## config.mk

```make
export PLATFORM = sky130hd
export DESIGN_NAME = firq_regs
export DESIGN_NICKNAME = d
export VERILOG_FILES = /design/src/hdl/firq_pkg.sv /design/src/hdl/firq_regs.sv
export SDC_FILE = /design/constraint.sdc
export NUM_CORES = 1
export LEC_CHECK = 0
export BUFFER_PORTS_ARGS = -buffer_cell sky130_fd_sc_hd__buf_4
export CORE_MARGIN = 2
export CORE_UTILIZATION = 50
export CTS_BUF_LIST = sky130_fd_sc_hd__clkbuf_2
export CTS_CLUSTER_SIZE = 8
export DETAILED_ROUTE_END_ITERATION = 10
export PLACE_DENSITY = 0.78
export SLEW_MARGIN = 10
export SYNTH_ARGS = -nofsm -noshare
export SYNTH_HDL_FRONTEND = slang
export SYNTH_SLANG_ARGS = --single-unit
```

## constraint.sdc

```tcl
create_clock -name pclk -period 3.3 [get_ports pclk]
set_clock_uncertainty 0.15 [all_clocks]
set_input_delay 0.66 -clock pclk [delete_from_list [all_inputs] [get_ports pclk]]
set_output_delay 0.66 -clock pclk [all_outputs]
set_load 0.03 [all_outputs]
```

## src/hdl/firq_pkg.sv

```systemverilog
// Constants, register map and carrier types for the FIFO threshold and field-level register bank
// Assumes an APB master on pclk; register indices are multiplied by four to form byte addresses
// Function
// Mirror bit 0 copies receive-start flag
// Mirror shows reception; interrupt on completion
// Receive threshold codes select 124/120/112/96
// Transmit threshold codes select 4/8/16/32
// Power-on with enable low clears registers
// Bit 7 disables the clock extractor
// Bits 2..0 select collision field level
// Comparator output shown as protocol bit 6; code drives it only on the separate collision_comparator_out output
// Target ID register stores device identifier
// Host first writes ID size and anticollision
// Host loads ID in one matching burst
// Size codes 00/01/10 mean 4/7/10 bytes
// FIFO interrupt at receive or transmit threshold
// Reserved bits read zero, ignore writes
package firq_pkg;
   localparam int          ADDR_W        = 8;
   localparam int          ID_MAX        = 10;
   localparam logic [7:0]  IDX_RX_MIRROR = 8'h11;
   localparam logic [7:0]  IDX_FIFO_THR  = 8'h14;
   localparam logic [7:0]  IDX_LOW_FIELD = 8'h16;
   localparam logic [7:0]  IDX_TARGET_ID = 8'h17;
   localparam logic [7:0]  IDX_ID_CTRL   = 8'h1E;
   localparam logic [7:0]  IDX_ID_STAT   = 8'h1F;
   localparam logic [7:0]  RST_FIFO_THR  = 8'h00;
   localparam logic [7:0]  RST_LOW_FIELD = 8'h00;
   localparam logic [7:0]  MASK_FIFO_THR = 8'h0F;
   localparam int          POS_CLEX_DIS  = 7;
   localparam int          POS_PROTO_COL = 6;
   localparam logic [7:0]  HI_LVL_0      = 8'h7C;
   localparam logic [7:0]  HI_LVL_1      = 8'h78;
   localparam logic [7:0]  HI_LVL_2      = 8'h70;
   localparam logic [7:0]  HI_LVL_3      = 8'h60;
   localparam logic [7:0]  LO_LVL_0      = 8'h04;
   localparam logic [7:0]  LO_LVL_1      = 8'h08;
   localparam logic [7:0]  LO_LVL_2      = 8'h10;
   localparam logic [7:0]  LO_LVL_3      = 8'h20;
   localparam logic [3:0]  ID_LEN_4      = 4'h4;
   localparam logic [3:0]  ID_LEN_7      = 4'h7;
   localparam logic [3:0]  ID_LEN_10     = 4'hA;
   localparam int          SYNC_STAGES   = 2;

   typedef struct packed {
      logic       rx_active;
      logic       tx_active;
      logic [7:0] count;
   } firq_fifo_stat_t;

   typedef struct packed {
      logic id_size_hi;
      logic id_size_lo;
   } firq_id_size_t;
endpackage

```

## src/hdl/firq_regs.sv

```systemverilog
// APB register bank: receive mirror, FIFO thresholds, low field level, target ID holder
// Assumes same-clock FIFO status and flags; por, en and the field comparator arrive asynchronously
`timescale 1ns/1ns
`default_nettype none
module firq_regs
   import firq_pkg::*;
(
   input  wire logic                  pclk,
   input  wire logic                  presetn,
   input  wire logic                  psel,
   input  wire logic                  penable,
   input  wire logic                  pwrite,
   input  wire logic [ADDR_W-1:0]     paddr,
   input  wire logic [31:0]           pwdata,
   output logic      [31:0]           prdata,
   output logic                       pready,
   output logic                       pslverr,
   input  wire logic                  por,
   input  wire logic                  en,
   input  wire logic                  rx_start_flag,
   input  wire firq_fifo_stat_t       fifo_stat,
   input  wire firq_id_size_t         id_size,
   input  wire logic                  field_above_collision,
   output logic                       rx_in_progress,
   output logic                       rx_done_irq,
   output logic                       fifo_irq,
   output logic                       clock_extractor_dis,
   output logic      [2:0]            collision_level,
   output logic                       collision_comparator_out,
   output logic      [ID_MAX*8-1:0]   target_identifier
);

   logic [7:0]                fifo_thr;
   logic [7:0]                low_field_level;
   logic [ID_MAX-1:0][7:0]    id_mem;
   logic [3:0]                id_ptr;
   logic [3:0]                id_rd_idx;
   logic                      rx_mirror;
   logic [2:0]                sync1;
   logic [2:0]                sync2;

   // Threshold and length decoders
   function automatic logic [7:0] hi_level(input logic [1:0] code);
      unique case (code)
         2'b00: hi_level = HI_LVL_0;
         2'b01: hi_level = HI_LVL_1;
         2'b10: hi_level = HI_LVL_2;
         2'b11: hi_level = HI_LVL_3;
      endcase
   endfunction

   function automatic logic [7:0] lo_level(input logic [1:0] code);
      unique case (code)
         2'b00: lo_level = LO_LVL_0;
         2'b01: lo_level = LO_LVL_1;
         2'b10: lo_level = LO_LVL_2;
         2'b11: lo_level = LO_LVL_3;
      endcase
   endfunction

   function automatic logic [3:0] id_len(input firq_id_size_t sz);
      unique case ({sz.id_size_hi, sz.id_size_lo})
         2'b00:   id_len = ID_LEN_4;
         2'b01:   id_len = ID_LEN_7;
         2'b10:   id_len = ID_LEN_10;
         default: id_len = 4'h0;
      endcase
   endfunction

   // Bus decode
   wire [ADDR_W-3:0] idx        = paddr[ADDR_W-1:2];
   wire              setup      = psel & ~penable;
   wire              wr_commit  = psel & penable & pready & pwrite;
   wire              hit_mirror = (idx == IDX_RX_MIRROR[ADDR_W-3:0]);
   wire              hit_thr    = (idx == IDX_FIFO_THR[ADDR_W-3:0]);
   wire              hit_low    = (idx == IDX_LOW_FIELD[ADDR_W-3:0]);
   wire              hit_id     = (idx == IDX_TARGET_ID[ADDR_W-3:0]);
   wire              hit_ctrl   = (idx == IDX_ID_CTRL[ADDR_W-3:0]);
   wire              hit_stat   = (idx == IDX_ID_STAT[ADDR_W-3:0]);
   wire              mapped     = hit_mirror | hit_thr | hit_low | hit_id | hit_ctrl | hit_stat;
   wire              ro_hit     = hit_mirror | hit_stat;

   // Power-on clear after two-stage synchronisation
   wire              por_s      = sync2[0];
   wire              en_s       = sync2[1];
   wire              clr        = por_s & ~en_s;

   wire [3:0]        cur_len    = id_len(id_size);
   wire              size_bad   = (cur_len == 4'h0);
   wire              id_wr      = wr_commit & hit_id & (id_ptr < cur_len);
   wire              restart    = wr_commit & hit_ctrl & pwdata[0];
   wire              id_done    = ~size_bad & (id_ptr == cur_len);
   wire [7:0]        id_rd_byte = (id_rd_idx < 4'(ID_MAX)) ? id_mem[id_rd_idx] : 8'h00;

   wire [7:0]        hi_thr     = hi_level(fifo_thr[3:2]);
   wire [7:0]        lo_thr     = lo_level(fifo_thr[1:0]);
   wire              next_fifo_irq = (fifo_stat.rx_active & (fifo_stat.count >= hi_thr)) |
                                     (fifo_stat.tx_active & (fifo_stat.count <= lo_thr));

   logic [7:0]       rd_byte;
   always_comb begin
      rd_byte = 8'h00;
      if (hit_mirror) begin
         rd_byte = {7'h00, rx_mirror};
      end else if (hit_thr) begin
         rd_byte = fifo_thr & MASK_FIFO_THR;
      end else if (hit_low) begin
         rd_byte = low_field_level;
      end else if (hit_id) begin
         rd_byte = id_rd_byte;
      end else if (hit_ctrl) begin
         rd_byte = {id_rd_idx, 4'h0};
      end else if (hit_stat) begin
         rd_byte = {id_ptr, 2'b00, size_bad, id_done};
      end
   end

   wire [31:0]       next_prdata  = setup ? {24'h000000, rd_byte} : 32'h00000000;
   wire              next_pslverr = setup & (~mapped | (pwrite & ro_hit));

   // APB answer: one wait-free access phase after every setup
   always_ff @(posedge pclk or negedge presetn) begin
      if (!presetn) begin
         prdata  <= 32'h00000000;
         pready  <= 1'b0;
         pslverr <= 1'b0;
      end else begin
         prdata  <= next_prdata;
         pready  <= setup;
         pslverr <= next_pslverr;
      end
   end

   always_ff @(posedge pclk or negedge presetn) begin
      if (!presetn) begin
         sync1 <= 3'b000;
         sync2 <= 3'b000;
      end else begin
         sync1 <= {field_above_collision, en, por};
         sync2 <= sync1;
      end
   end

   always_ff @(posedge pclk or negedge presetn) begin
      if (!presetn) begin
         fifo_thr        <= RST_FIFO_THR;
         low_field_level <= RST_LOW_FIELD;
      end else if (clr) begin
         fifo_thr        <= RST_FIFO_THR;
         low_field_level <= RST_LOW_FIELD;
      end else if (wr_commit) begin
         if (hit_thr) begin
            fifo_thr <= pwdata[7:0] & MASK_FIFO_THR;
         end
         if (hit_low) begin
            low_field_level <= pwdata[7:0];
         end
      end
   end

   // Identifier store, filled byte by byte by one continuous write burst
   genvar g;
   generate
      for (g = 0; g < ID_MAX; g++) begin : g_id
         always_ff @(posedge pclk or negedge presetn) begin
            if (!presetn) begin
               id_mem[g] <= 8'h00;
            end else if (id_wr && id_ptr == 4'(g)) begin
               id_mem[g] <= pwdata[7:0];
            end
         end
         assign target_identifier[g*8 +: 8] = id_mem[g];
      end
   endgenerate

   always_ff @(posedge pclk or negedge presetn) begin
      if (!presetn) begin
         id_ptr    <= 4'h0;
         id_rd_idx <= 4'h0;
      end else begin
         if (restart) begin
            id_ptr <= 4'h0;
         end else if (id_wr) begin
            id_ptr <= id_ptr + 4'h1;
         end
         if (wr_commit && hit_ctrl) begin
            id_rd_idx <= pwdata[7:4];
         end
      end
   end

   always_ff @(posedge pclk or negedge presetn) begin
      if (!presetn) begin
         rx_mirror                <= 1'b0;
         rx_done_irq              <= 1'b0;
         fifo_irq                 <= 1'b0;
         collision_comparator_out <= 1'b0;
      end else begin
         rx_mirror                <= rx_start_flag;
         rx_done_irq              <= rx_mirror & ~rx_start_flag;
         fifo_irq                 <= next_fifo_irq;
         collision_comparator_out <= sync2[2];
      end
   end

   assign rx_in_progress      = rx_mirror;
   assign clock_extractor_dis = low_field_level[POS_CLEX_DIS];
   assign collision_level     = low_field_level[2:0];

   AST_MIRROR: assert property (@(posedge pclk) disable iff (!presetn)
      rx_start_flag |=> rx_in_progress)
      else $error("mirror bit missed receive-start flag");

   AST_RX_DONE: assert property (@(posedge pclk) disable iff (!presetn)
      $fell(rx_in_progress) |-> rx_done_irq)
      else $error("no completion pulse at end of reception");

   AST_FIFO_HI: assert property (@(posedge pclk) disable iff (!presetn)
      (fifo_stat.rx_active && fifo_thr[3:2] == 2'b01 && fifo_stat.count == 8'h78)
      |=> fifo_irq)
      else $error("receive threshold 120 did not raise interrupt");

   AST_FIFO_LO: assert property (@(posedge pclk) disable iff (!presetn)
      (!fifo_stat.rx_active && fifo_thr[1:0] == 2'b10 && fifo_stat.count == 8'h11)
      |=> !fifo_irq)
      else $error("transmit interrupt above threshold 16");

   AST_CLEAR: assert property (@(posedge pclk) disable iff (!presetn)
      clr |=> (fifo_thr == 8'h00 && low_field_level == 8'h00))
      else $error("registers not cleared at power-on");

   AST_CLEX: assert property (@(posedge pclk) disable iff (!presetn)
      (wr_commit && hit_low && !clr) |=> clock_extractor_dis == $past(pwdata[7]))
      else $error("clock extractor disable not taken from bit 7");

   AST_COLL_LVL: assert property (@(posedge pclk) disable iff (!presetn)
      (wr_commit && hit_low && !clr) |=> collision_level == $past(pwdata[2:0]))
      else $error("collision level not taken from bits 2 to 0");

   AST_COMP: assert property (@(posedge pclk) disable iff (!presetn)
      $rose(field_above_collision) ##1 field_above_collision[*2]
      |=> collision_comparator_out)
      else $error("comparator output not shown after three cycles");

   AST_ID_STORE: assert property (@(posedge pclk) disable iff (!presetn)
      id_wr |=> id_ptr == $past(id_ptr) + 4'h1)
      else $error("identifier pointer did not advance on write");

   AST_ID_SIZE: assert property (@(posedge pclk) disable iff (!presetn)
      ({id_size.id_size_hi, id_size.id_size_lo} == 2'b11) |-> !id_wr && !id_done)
      else $error("forbidden size code accepted an identifier byte");

   AST_RESERVED: assert property (@(posedge pclk) disable iff (!presetn)
      (pready && !pwrite && paddr[ADDR_W-1:2] == IDX_FIFO_THR[ADDR_W-3:0])
      |-> prdata[31:4] == 28'h0000000)
      else $error("reserved threshold bits read non-zero");

   // Further checks: mirror and completion, threshold table against the fixed byte levels, reserved bits and refused ID writes
   AST_MIRROR_LOW: assert property (@(posedge pclk) disable iff (!presetn)
      !rx_start_flag |=> !rx_in_progress)
      else $error("mirror bit set without receive-start flag");

   AST_RX_DONE_SRC: assert property (@(posedge pclk) disable iff (!presetn)
      rx_done_irq |-> ($past(rx_in_progress) && !rx_in_progress))
      else $error("completion pulse without end of reception");

   AST_HI_124: assert property (@(posedge pclk) disable iff (!presetn)
      (fifo_stat.rx_active && fifo_thr[3:2] == 2'b00 && fifo_stat.count >= 8'h7C) |=> fifo_irq)
      else $error("receive threshold 124 did not raise interrupt");

   AST_HI_112: assert property (@(posedge pclk) disable iff (!presetn)
      (fifo_stat.rx_active && fifo_thr[3:2] == 2'b10 && fifo_stat.count >= 8'h70) |=> fifo_irq)
      else $error("receive threshold 112 did not raise interrupt");

   AST_HI_96: assert property (@(posedge pclk) disable iff (!presetn)
      (fifo_stat.rx_active && fifo_thr[3:2] == 2'b11 && fifo_stat.count >= 8'h60) |=> fifo_irq)
      else $error("receive threshold 96 did not raise interrupt");

   AST_HI_BELOW: assert property (@(posedge pclk) disable iff (!presetn)
      (!fifo_stat.tx_active && fifo_thr[3:2] == 2'b00 && fifo_stat.count < 8'h7C) |=> !fifo_irq)
      else $error("receive interrupt below threshold 124");

   AST_LO_4: assert property (@(posedge pclk) disable iff (!presetn)
      (fifo_stat.tx_active && fifo_thr[1:0] == 2'b00 && fifo_stat.count <= 8'h04) |=> fifo_irq)
      else $error("transmit threshold 4 did not raise interrupt");

   AST_LO_8: assert property (@(posedge pclk) disable iff (!presetn)
      (fifo_stat.tx_active && fifo_thr[1:0] == 2'b01 && fifo_stat.count <= 8'h08) |=> fifo_irq)
      else $error("transmit threshold 8 did not raise interrupt");

   AST_LO_32: assert property (@(posedge pclk) disable iff (!presetn)
      (fifo_stat.tx_active && fifo_thr[1:0] == 2'b11 && fifo_stat.count <= 8'h20) |=> fifo_irq)
      else $error("transmit threshold 32 did not raise interrupt");

   AST_LO_ABOVE: assert property (@(posedge pclk) disable iff (!presetn)
      (!fifo_stat.rx_active && fifo_thr[1:0] == 2'b11 && fifo_stat.count > 8'h20) |=> !fifo_irq)
      else $error("transmit interrupt above threshold 32");

   AST_RES_MIRROR: assert property (@(posedge pclk) disable iff (!presetn)
      (pready && !pwrite && paddr[ADDR_W-1:2] == IDX_RX_MIRROR[ADDR_W-3:0])
      |-> prdata[31:1] == 31'h00000000)
      else $error("reserved mirror bits read non-zero");

   AST_ID_IGNORE: assert property (@(posedge pclk) disable iff (!presetn)
      (wr_commit && hit_id && !id_wr) |=> $stable(target_identifier))
      else $error("identifier changed by a refused byte write");

endmodule
`default_nettype wire

```

# Yosys cells after proc, flatten, opt, wreduce, memory -nomap -nowiden
# Cells that the tools add are included.
# classes
n_addsub	1
mux	21
bitwise	28
n_lt_le_gt_ge	5
reduce_logical	22
eq_ne	24
# op_table
operator	n
8-bit two-way mux	12
8-bit case mux with 4 select lines	2
6-bit by 5-bit equality test with 1-bit output (second input constant)	6
8-bit binary-select mux with 4-bit select	1
4-bit two-way mux	5
4-bit by 3-bit equality test with 1-bit output (second input constant)	4
1-bit bitwise AND	15
4-bit case mux with 3 select lines	1
1-bit logical AND	11
2-bit equality test (second input constant)	5
4-bit by 2-bit equality test with 1-bit output (second input constant)	2
4-bit equality test (second input constant)	2
8-bit greater-or-equal comparator	1
8-bit <= comparator	1
4-bit zero test	2
1-bit OR	8
2-bit nonzero test	4
2-bit by 1-bit equality test with 1-bit output (second input constant)	3
2-bit zero test	3
4-bit by 5-bit less-than comparator with 1-bit output (second input constant)	1
1-bit inverter	5
4-bit by 1-bit adder with 4-bit output (second input constant)	1
4-bit by 1-bit equality test with 1-bit output (second input constant)	1
4-bit equality test	1
other kinds (3)	4
# totals
in_bits	61
wordCells	124
output_inout_bits	122
regBits	120

# Longest topological paths before layout
# depth
ltp_word	12
mapped_depth	10
ltp_nobuf	9

# Worst setup path after synthesis
# Ideal clock, no wire load.
# synth_path
path_kind	input -> register
startpoint	input id_size[1] in the netlist's numbering
endpoint	register id_mem, in the netlist target_identifier[10]
setup_time_ns	0.128
stages	10
t_arrival_ns	2.525
path_slack_ns	0.498
required_ns	3.022
n_path_buf	1
path_cell_list	inv_1 -> ha_1 -> inv_1 -> ha_1 -> nor2b_1 -> o211ai_1 -> and3_1 -> buf_6 -> nand4_4 -> mux2_1
# synth_between
elab_chain_len	5
word_cells_on_any_way	7
cone_classes	order compare (1); eq/ne (2); mux (1); bitwise (1); reduce/logical (2)
# synth_rtl
element	line_no	text
start, declared	firq_regs.sv:22	input wire firq_id_size_t id_size,
2-bit equality test, or another cell as far along	firq_regs.sv:62	unique case ({sz.id_size_hi, sz.id_size_lo})
4-bit case mux with 3 select lines *	firq_regs.sv:62	
4-bit less-than comparator *	firq_regs.sv:90	wire id_wr = wr_commit & hit_id & (id_ptr < cur_len);
1-bit bitwise AND *	firq_regs.sv:90	
1-bit logical AND *	firq_regs.sv:168	end else if (id_wr && id_ptr == 4'(g)) begin
end signal, assigned by index	firq_regs.sv:169	id_mem[g] <= pwdata[7:0];
end, declared	firq_regs.sv:35	logic [ID_MAX-1:0][7:0] id_mem;
# Every way passes the cells marked *; elsewhere a longest branch is shown, timed or not.
# A chain may end at the register's enable or synchronous reset.

# Final worst setup path
# layout_path
startpoint	register id_ptr[1]
endpoint	register id_mem, in the netlist target_identifier[58]
# layout_between
elab_chain_len	3
word_cells_on_any_way	4
cone_classes	order compare (1); eq/ne (1); bitwise (1); reduce/logical (1)
# layout_rtl
element	line_no	text
start, declared	firq_regs.sv:36	logic [3:0] id_ptr;
start signal, assigned	firq_regs.sv:184	id_ptr <= id_ptr + 4'h1;
4-bit less-than comparator	firq_regs.sv:90	
1-bit bitwise AND	firq_regs.sv:90	
1-bit logical AND *	firq_regs.sv:168	
# Marks and branches as above.

==> results.rst <==
.. list-table::
   :header-rows: 1

   * - Metric
     - Value
   * - Std-Cell Rows
     - 40
   * - Placed cell count
     - 733
   * - Critical path buffers and inverters
     - 1
   * - Maximum VDD drop
     - 0.000258 V
   * - Hold Path Depth
     - 3
   * - Design Power
     - 2.73 mW
   * - Root Driver
     - sky130_fd_sc_hd__clkbuf_2
   * - Placer congestion estimate
     - 0.884
   * - Type of the worst setup path
     - register to register
   * - Final sum of negative setup slack
     - 0 ns
   * - Detailed Route Iter0 Violations
     - 189
   * - Final global-route overflow total
     - 0
   * - Height of the die
     - 115 um
   * - Syn-to-layout area delta
     - 22.6%
   * - Cell count along the critical path
     - 7
   * - Area inside the core boundary
     - 0.0120 mm^2
   * - CTS clock-pin slew for the worst setup and hold paths
     - 0.17 ns
   * - Number of max-slew violations in the final report
     - 0
   * - Count of vias placed by the detailed router
     - 4461
   * - Clock period minus final worst setup slack
     - 2.72 ns
   * - Io pins
     - 183
   * - Worst setup path startpoint
     - id_ptr[1]
   * - Multiplexer fraction of the synthesized cell area
     - 24.3%
   * - Count of flip-flops with a built-in enable after synthesis
     - 0
   * - Tot GR Track Use
     - 24.3%
   * - Delay of the slowest cell on the worst path
     - 0.50 ns
   * - Fraction of final layout cells sized beyond drive strength 1
     - 32.7%
   * - Initial standard-cell utilization of the core
     - 51.0%
   * - Area fraction in compound gates after synthesis
     - 7.27%
   * - Data arrival at the endpoint of the critical path
     - 3.17 ns
   * - Count of unique library cells instantiated by Yosys
     - 49
   * - Cell Pwr Density
     - 363 mW/mm^2
   * - Chip width
     - 115 um
   * - Cell type contributing the most total cell area after synthesis
     - sky130_fd_sc_hd__dfrtp_1
   * - Proportion of netlist area held by the largest area contributor
     - 49.0%
   * - Antenna Cells
     - 0
   * - Number of optimization iterations in the first detailed-route pass
     - 7
   * - Post-synthesis async set-or-reset flop share
     - 100%
   * - Final std cells w/o fill
     - 771
   * - Detail Route Antenna Nets
     - 0
   * - Per-cell routed wire length
     - 19.9 um
   * - Sink Count
     - 120
   * - Cell type of the slowest stage on the worst timing path
     - sky130_fd_sc_hd__dfrtp_1
   * - Final Hold Fails
     - 0
   * - Largest family of logic cells by synthesized area
     - multiplexers
   * - Maximum buffer depth of the clock tree
     - 2
   * - Post-Syn Area
     - 0.00613 mm^2
   * - Buffers on Ports
     - 132
   * - Max_slew headroom
     - 49.6%
   * - Via count of the first global-routing pass
     - 4457
   * - Wire length of the first global-routing pass
     - 23.9 mm
   * - Vias per cell
     - 5.79
   * - Area share of fa/ha/maj cells after synthesis
     - 4.29%
   * - Total DRC errors in the routed layout
     - 0
   * - Die Outline Area
     - 0.0132 mm^2
   * - Largest net degree at the start of global routing
     - 60
   * - Number of gates resized after cts
     - 0
   * - Maximum operating frequency
     - 367 MHz
   * - Type of the worst min-delay path
     - input pin to register
   * - Actual transition at the worst max-transition pin
     - 0.757 ns
   * - Largest delay share family, worst path
     - simple AND/OR/NAND/NOR gates
   * - Static leakage
     - 3.84 nW
   * - Total number of nets in the final design
     - 693
   * - Mean instance size in the synthesized netlist
     - 13.0 um^2
   * - Period utilisation layout
     - 82.5%
   * - Critical path capture point type
     - register
   * - Clock latency on the worst-skew pair
     - 0.70 ns
   * - Count of cells along the worst register-to-register path
     - 7
   * - Source of the worst register-to-register timing path
     - id_ptr[1]
   * - Min-delay src
     - pwrite
   * - Clock tree from TritonCTS
     - built
   * - Primary FF master, synth
     - sky130_fd_sc_hd__dfrtp_1
   * - Post-DP HPWL
     - 11.1 mm
   * - Maximum level of the CTS H-tree
     - 4
   * - Maximum fanout count along the critical path
     - 8
   * - Initial antenna violation count
     - 0
   * - Synthesized-area fraction occupied by and/or/nand/nor cells
     - 8.67%
   * - Count of mapped cells out of synthesis
     - 473
   * - Number of buffers created by CTS
     - 17
   * - Post-synthesis sequential element count
     - 120
   * - Share of synthesized area occupied by flip-flops and latches
     - 49.0%
   * - Total of warnings raised by yosys
     - 0
   * - Synthesized-area fraction occupied by xor and xnor cells
     - 0.429%
   * - WL final
     - 15.3 mm
   * - RSZ-0062 raised after global routing
     - no
   * - Outcome
     - complete, no violations
   * - Cell chain of the critical path
     - ha_1 -> nor2b_1 -> o211ai_1 -> and3_1 -> buf_12 -> nand4_4 -> mux2_1
   * - Endpoint required time on the critical path
     - 3.75 ns
   * - Max-cap violation count
     - 0
   * - Crit path launch type
     - register
   * - Endpoints failing setup
     - 0
   * - Synth top area cells
     - sky130_fd_sc_hd__dfrtp_1 49%, sky130_fd_sc_hd__mux2_1 13%, sky130_fd_sc_hd__mux2i_1 5.7%, sky130_fd_sc_hd__ha_1 4.3%, sky130_fd_sc_hd__buf_4 3.7%
[where the power goes]
part	switching, mW	total, mW	internal, mW
Clock	0.526	1.03	0.505
Combinational	0.143	0.210	0.0666
Sequential	0.00905	1.49	1.48
[routing by layer]
metal	routed length (um)	share of wire [%]	up-vias	GRT usage [%]
met2	7220	47	217	38.7
met1	6420	42	2241	30.7
met3	1350	8.8	30	8.54
met5	0	0	-	0
li1	-	-	1973	-
met4	364	2.4	0	9.48
[cells by family after synthesis]
logic type	Yosys count
buf+inv	65
simple gates	73
other cells	1
xor+xnor	3
flops	120
compound gates	62
fa+ha+maj	21
mux	128
[final cells by class]
| cell class | count | area (um^2) |
|---|---|---|
| clock buffer | 22 | 110 |
| clock inverter | 10 | 151 |
| fill | 964 | 4500 |
| inverter | 14 | 52.6 |
| multi-input combinational | 311 | 2840 |
| sequential | 120 | 3000 |
| tap | 147 | 184 |
| timing repair buffer | 147 | 1170 |
[sequential cells by signal, indices dropped and copies added (netlist names)]
| signal | cells |
|---|---|
| rx_in_progress | 1 |
| sync1 | 3 |
| rx_done_irq | 1 |
| fifo_irq | 1 |
| fifo_thr | 4 |
| id_rd_idx | 4 |
| prdata | 8 |
| pready | 1 |
| pslverr | 1 |
| target_identifier | 80 |
| sync2 | 3 |
| id_ptr | 4 |
| collision_comparator_out | 1 |
| low_field_level | 8 |
[path summary, 6_finish.rpt]
check	slack [ns]	to
min	0.1	pslverr
max in group asynchronous	1.80	target_identifier[19]
max reg2reg	0.58	target_identifier[58]
min in group asynchronous	0.40	target_identifier[60]
min reg2reg	0.22	sync2[0]
max	0.58	target_identifier[58]
[synthesized netlist by cell type (2+ instances only)]
cell                       count
sky130_fd_sc_hd__a21oi_1      13
sky130_fd_sc_hd__nor2_1       18
sky130_fd_sc_hd__dfrtp_1     120
sky130_fd_sc_hd__mux4_2        8
sky130_fd_sc_hd__o21a_1        2
sky130_fd_sc_hd__nand4_4       8
sky130_fd_sc_hd__o211a_1       3
sky130_fd_sc_hd__o31ai_1       4
sky130_fd_sc_hd__mux2i_1      35
sky130_fd_sc_hd__nand2_1       7
sky130_fd_sc_hd__inv_2         3
sky130_fd_sc_hd__xnor2_1       3
sky130_fd_sc_hd__o21ai_0       5
sky130_fd_sc_hd__nor2b_1       7
sky130_fd_sc_hd__a32oi_1       4
sky130_fd_sc_hd__mux2_1       73
sky130_fd_sc_hd__buf_4        30
sky130_fd_sc_hd__and4_1        3
sky130_fd_sc_hd__nand3_1       4
sky130_fd_sc_hd__inv_1        11
sky130_fd_sc_hd__o21ai_1       3
sky130_fd_sc_hd__and3_1        3
sky130_fd_sc_hd__nor3_1        2
sky130_fd_sc_hd__a22o_1        9
sky130_fd_sc_hd__ha_1         21
sky130_fd_sc_hd__clkbuf_1     15
sky130_fd_sc_hd__o221ai_1      4
sky130_fd_sc_hd__nand4_1       8
sky130_fd_sc_hd__mux2_2       12
sky130_fd_sc_hd__nand2b_1      3
sky130_fd_sc_hd__a22oi_1       5
sky130_fd_sc_hd__and2_1        5
sky130_fd_sc_hd__buf_2         5
sky130_fd_sc_hd__o211ai_1      2
[tightest hold or removal path, cell delays in order]
cell and delay, ns:
sky130_fd_sc_hd__buf_4 0.09, sky130_fd_sc_hd__a32oi_1 0.06, sky130_fd_sc_hd__nor2_1 0.10
[through the flow]
| step | util, % | hold slack (ns) | area (um^2) | worst slack, ns |
|---|---|---|---|---|
| 6_report | 62.6 | 0.0971 | 7510 | 0.576 |
| 5_1_grt | 62.6 | 0.0540 | 7510 | 0.431 |
| 4_1_cts | 62.6 | 0.0227 | 7510 | 0.616 |
| 3_5_place_dp | 59.9 | 0.186 | 7190 | 0.00743 |
| 3_3_place_gp | 59.9 | 0.187 | 7190 | 0.112 |
| 2_1_floorplan | - | 0.181 | 6220 | 0.498 |
[placed cells by master (no fill, tap or decap), types with 3 or more instances in the layout]
master                          netlist  final
sky130_fd_sc_hd__clkinv_1             0      3
sky130_fd_sc_hd__nand3_1              4      4
sky130_fd_sc_hd__a22oi_1              5      5
sky130_fd_sc_hd__mux2_1              73     73
sky130_fd_sc_hd__a21oi_1             13     13
sky130_fd_sc_hd__o221ai_1             4      4
sky130_fd_sc_hd__mux2_2              12     12
sky130_fd_sc_hd__and2_1               5      5
sky130_fd_sc_hd__buf_4               30    137
sky130_fd_sc_hd__a22o_1               9      9
sky130_fd_sc_hd__nor2_1              18     18
sky130_fd_sc_hd__xnor2_1              3      3
sky130_fd_sc_hd__buf_12               0      4
sky130_fd_sc_hd__dlygate4sd3_1        0      6
sky130_fd_sc_hd__a32oi_1              4      4
sky130_fd_sc_hd__nand4_4              8      8
sky130_fd_sc_hd__clkbuf_2             0     22
sky130_fd_sc_hd__inv_1               11     11
sky130_fd_sc_hd__nand4_1              8      8
sky130_fd_sc_hd__o21ai_0              5      5
sky130_fd_sc_hd__dfrtp_1            120    119
sky130_fd_sc_hd__nand2b_1             3      3
sky130_fd_sc_hd__and3_1               3      3
sky130_fd_sc_hd__nor2b_1              7      7
sky130_fd_sc_hd__o211a_1              3      3
sky130_fd_sc_hd__o31ai_1              4      4
sky130_fd_sc_hd__ha_1                21     21
sky130_fd_sc_hd__nand2_1              7      7
sky130_fd_sc_hd__bufinv_16            0      4
sky130_fd_sc_hd__o21ai_1              3      3
sky130_fd_sc_hd__mux4_2               8      8
sky130_fd_sc_hd__inv_2                3      3
sky130_fd_sc_hd__mux2i_1             35     35
sky130_fd_sc_hd__conb_1               1     24
sky130_fd_sc_hd__and4_1               3      3
[timing repair]
| action | in CTS | in global routing |
|---|---|---|
| endpoints found under the hold margin | 63 | 0 |
| buffers inserted | 0 | 0 |
| hold buffers | 6 | 0 |
Power figures use the tool's default switching activity.
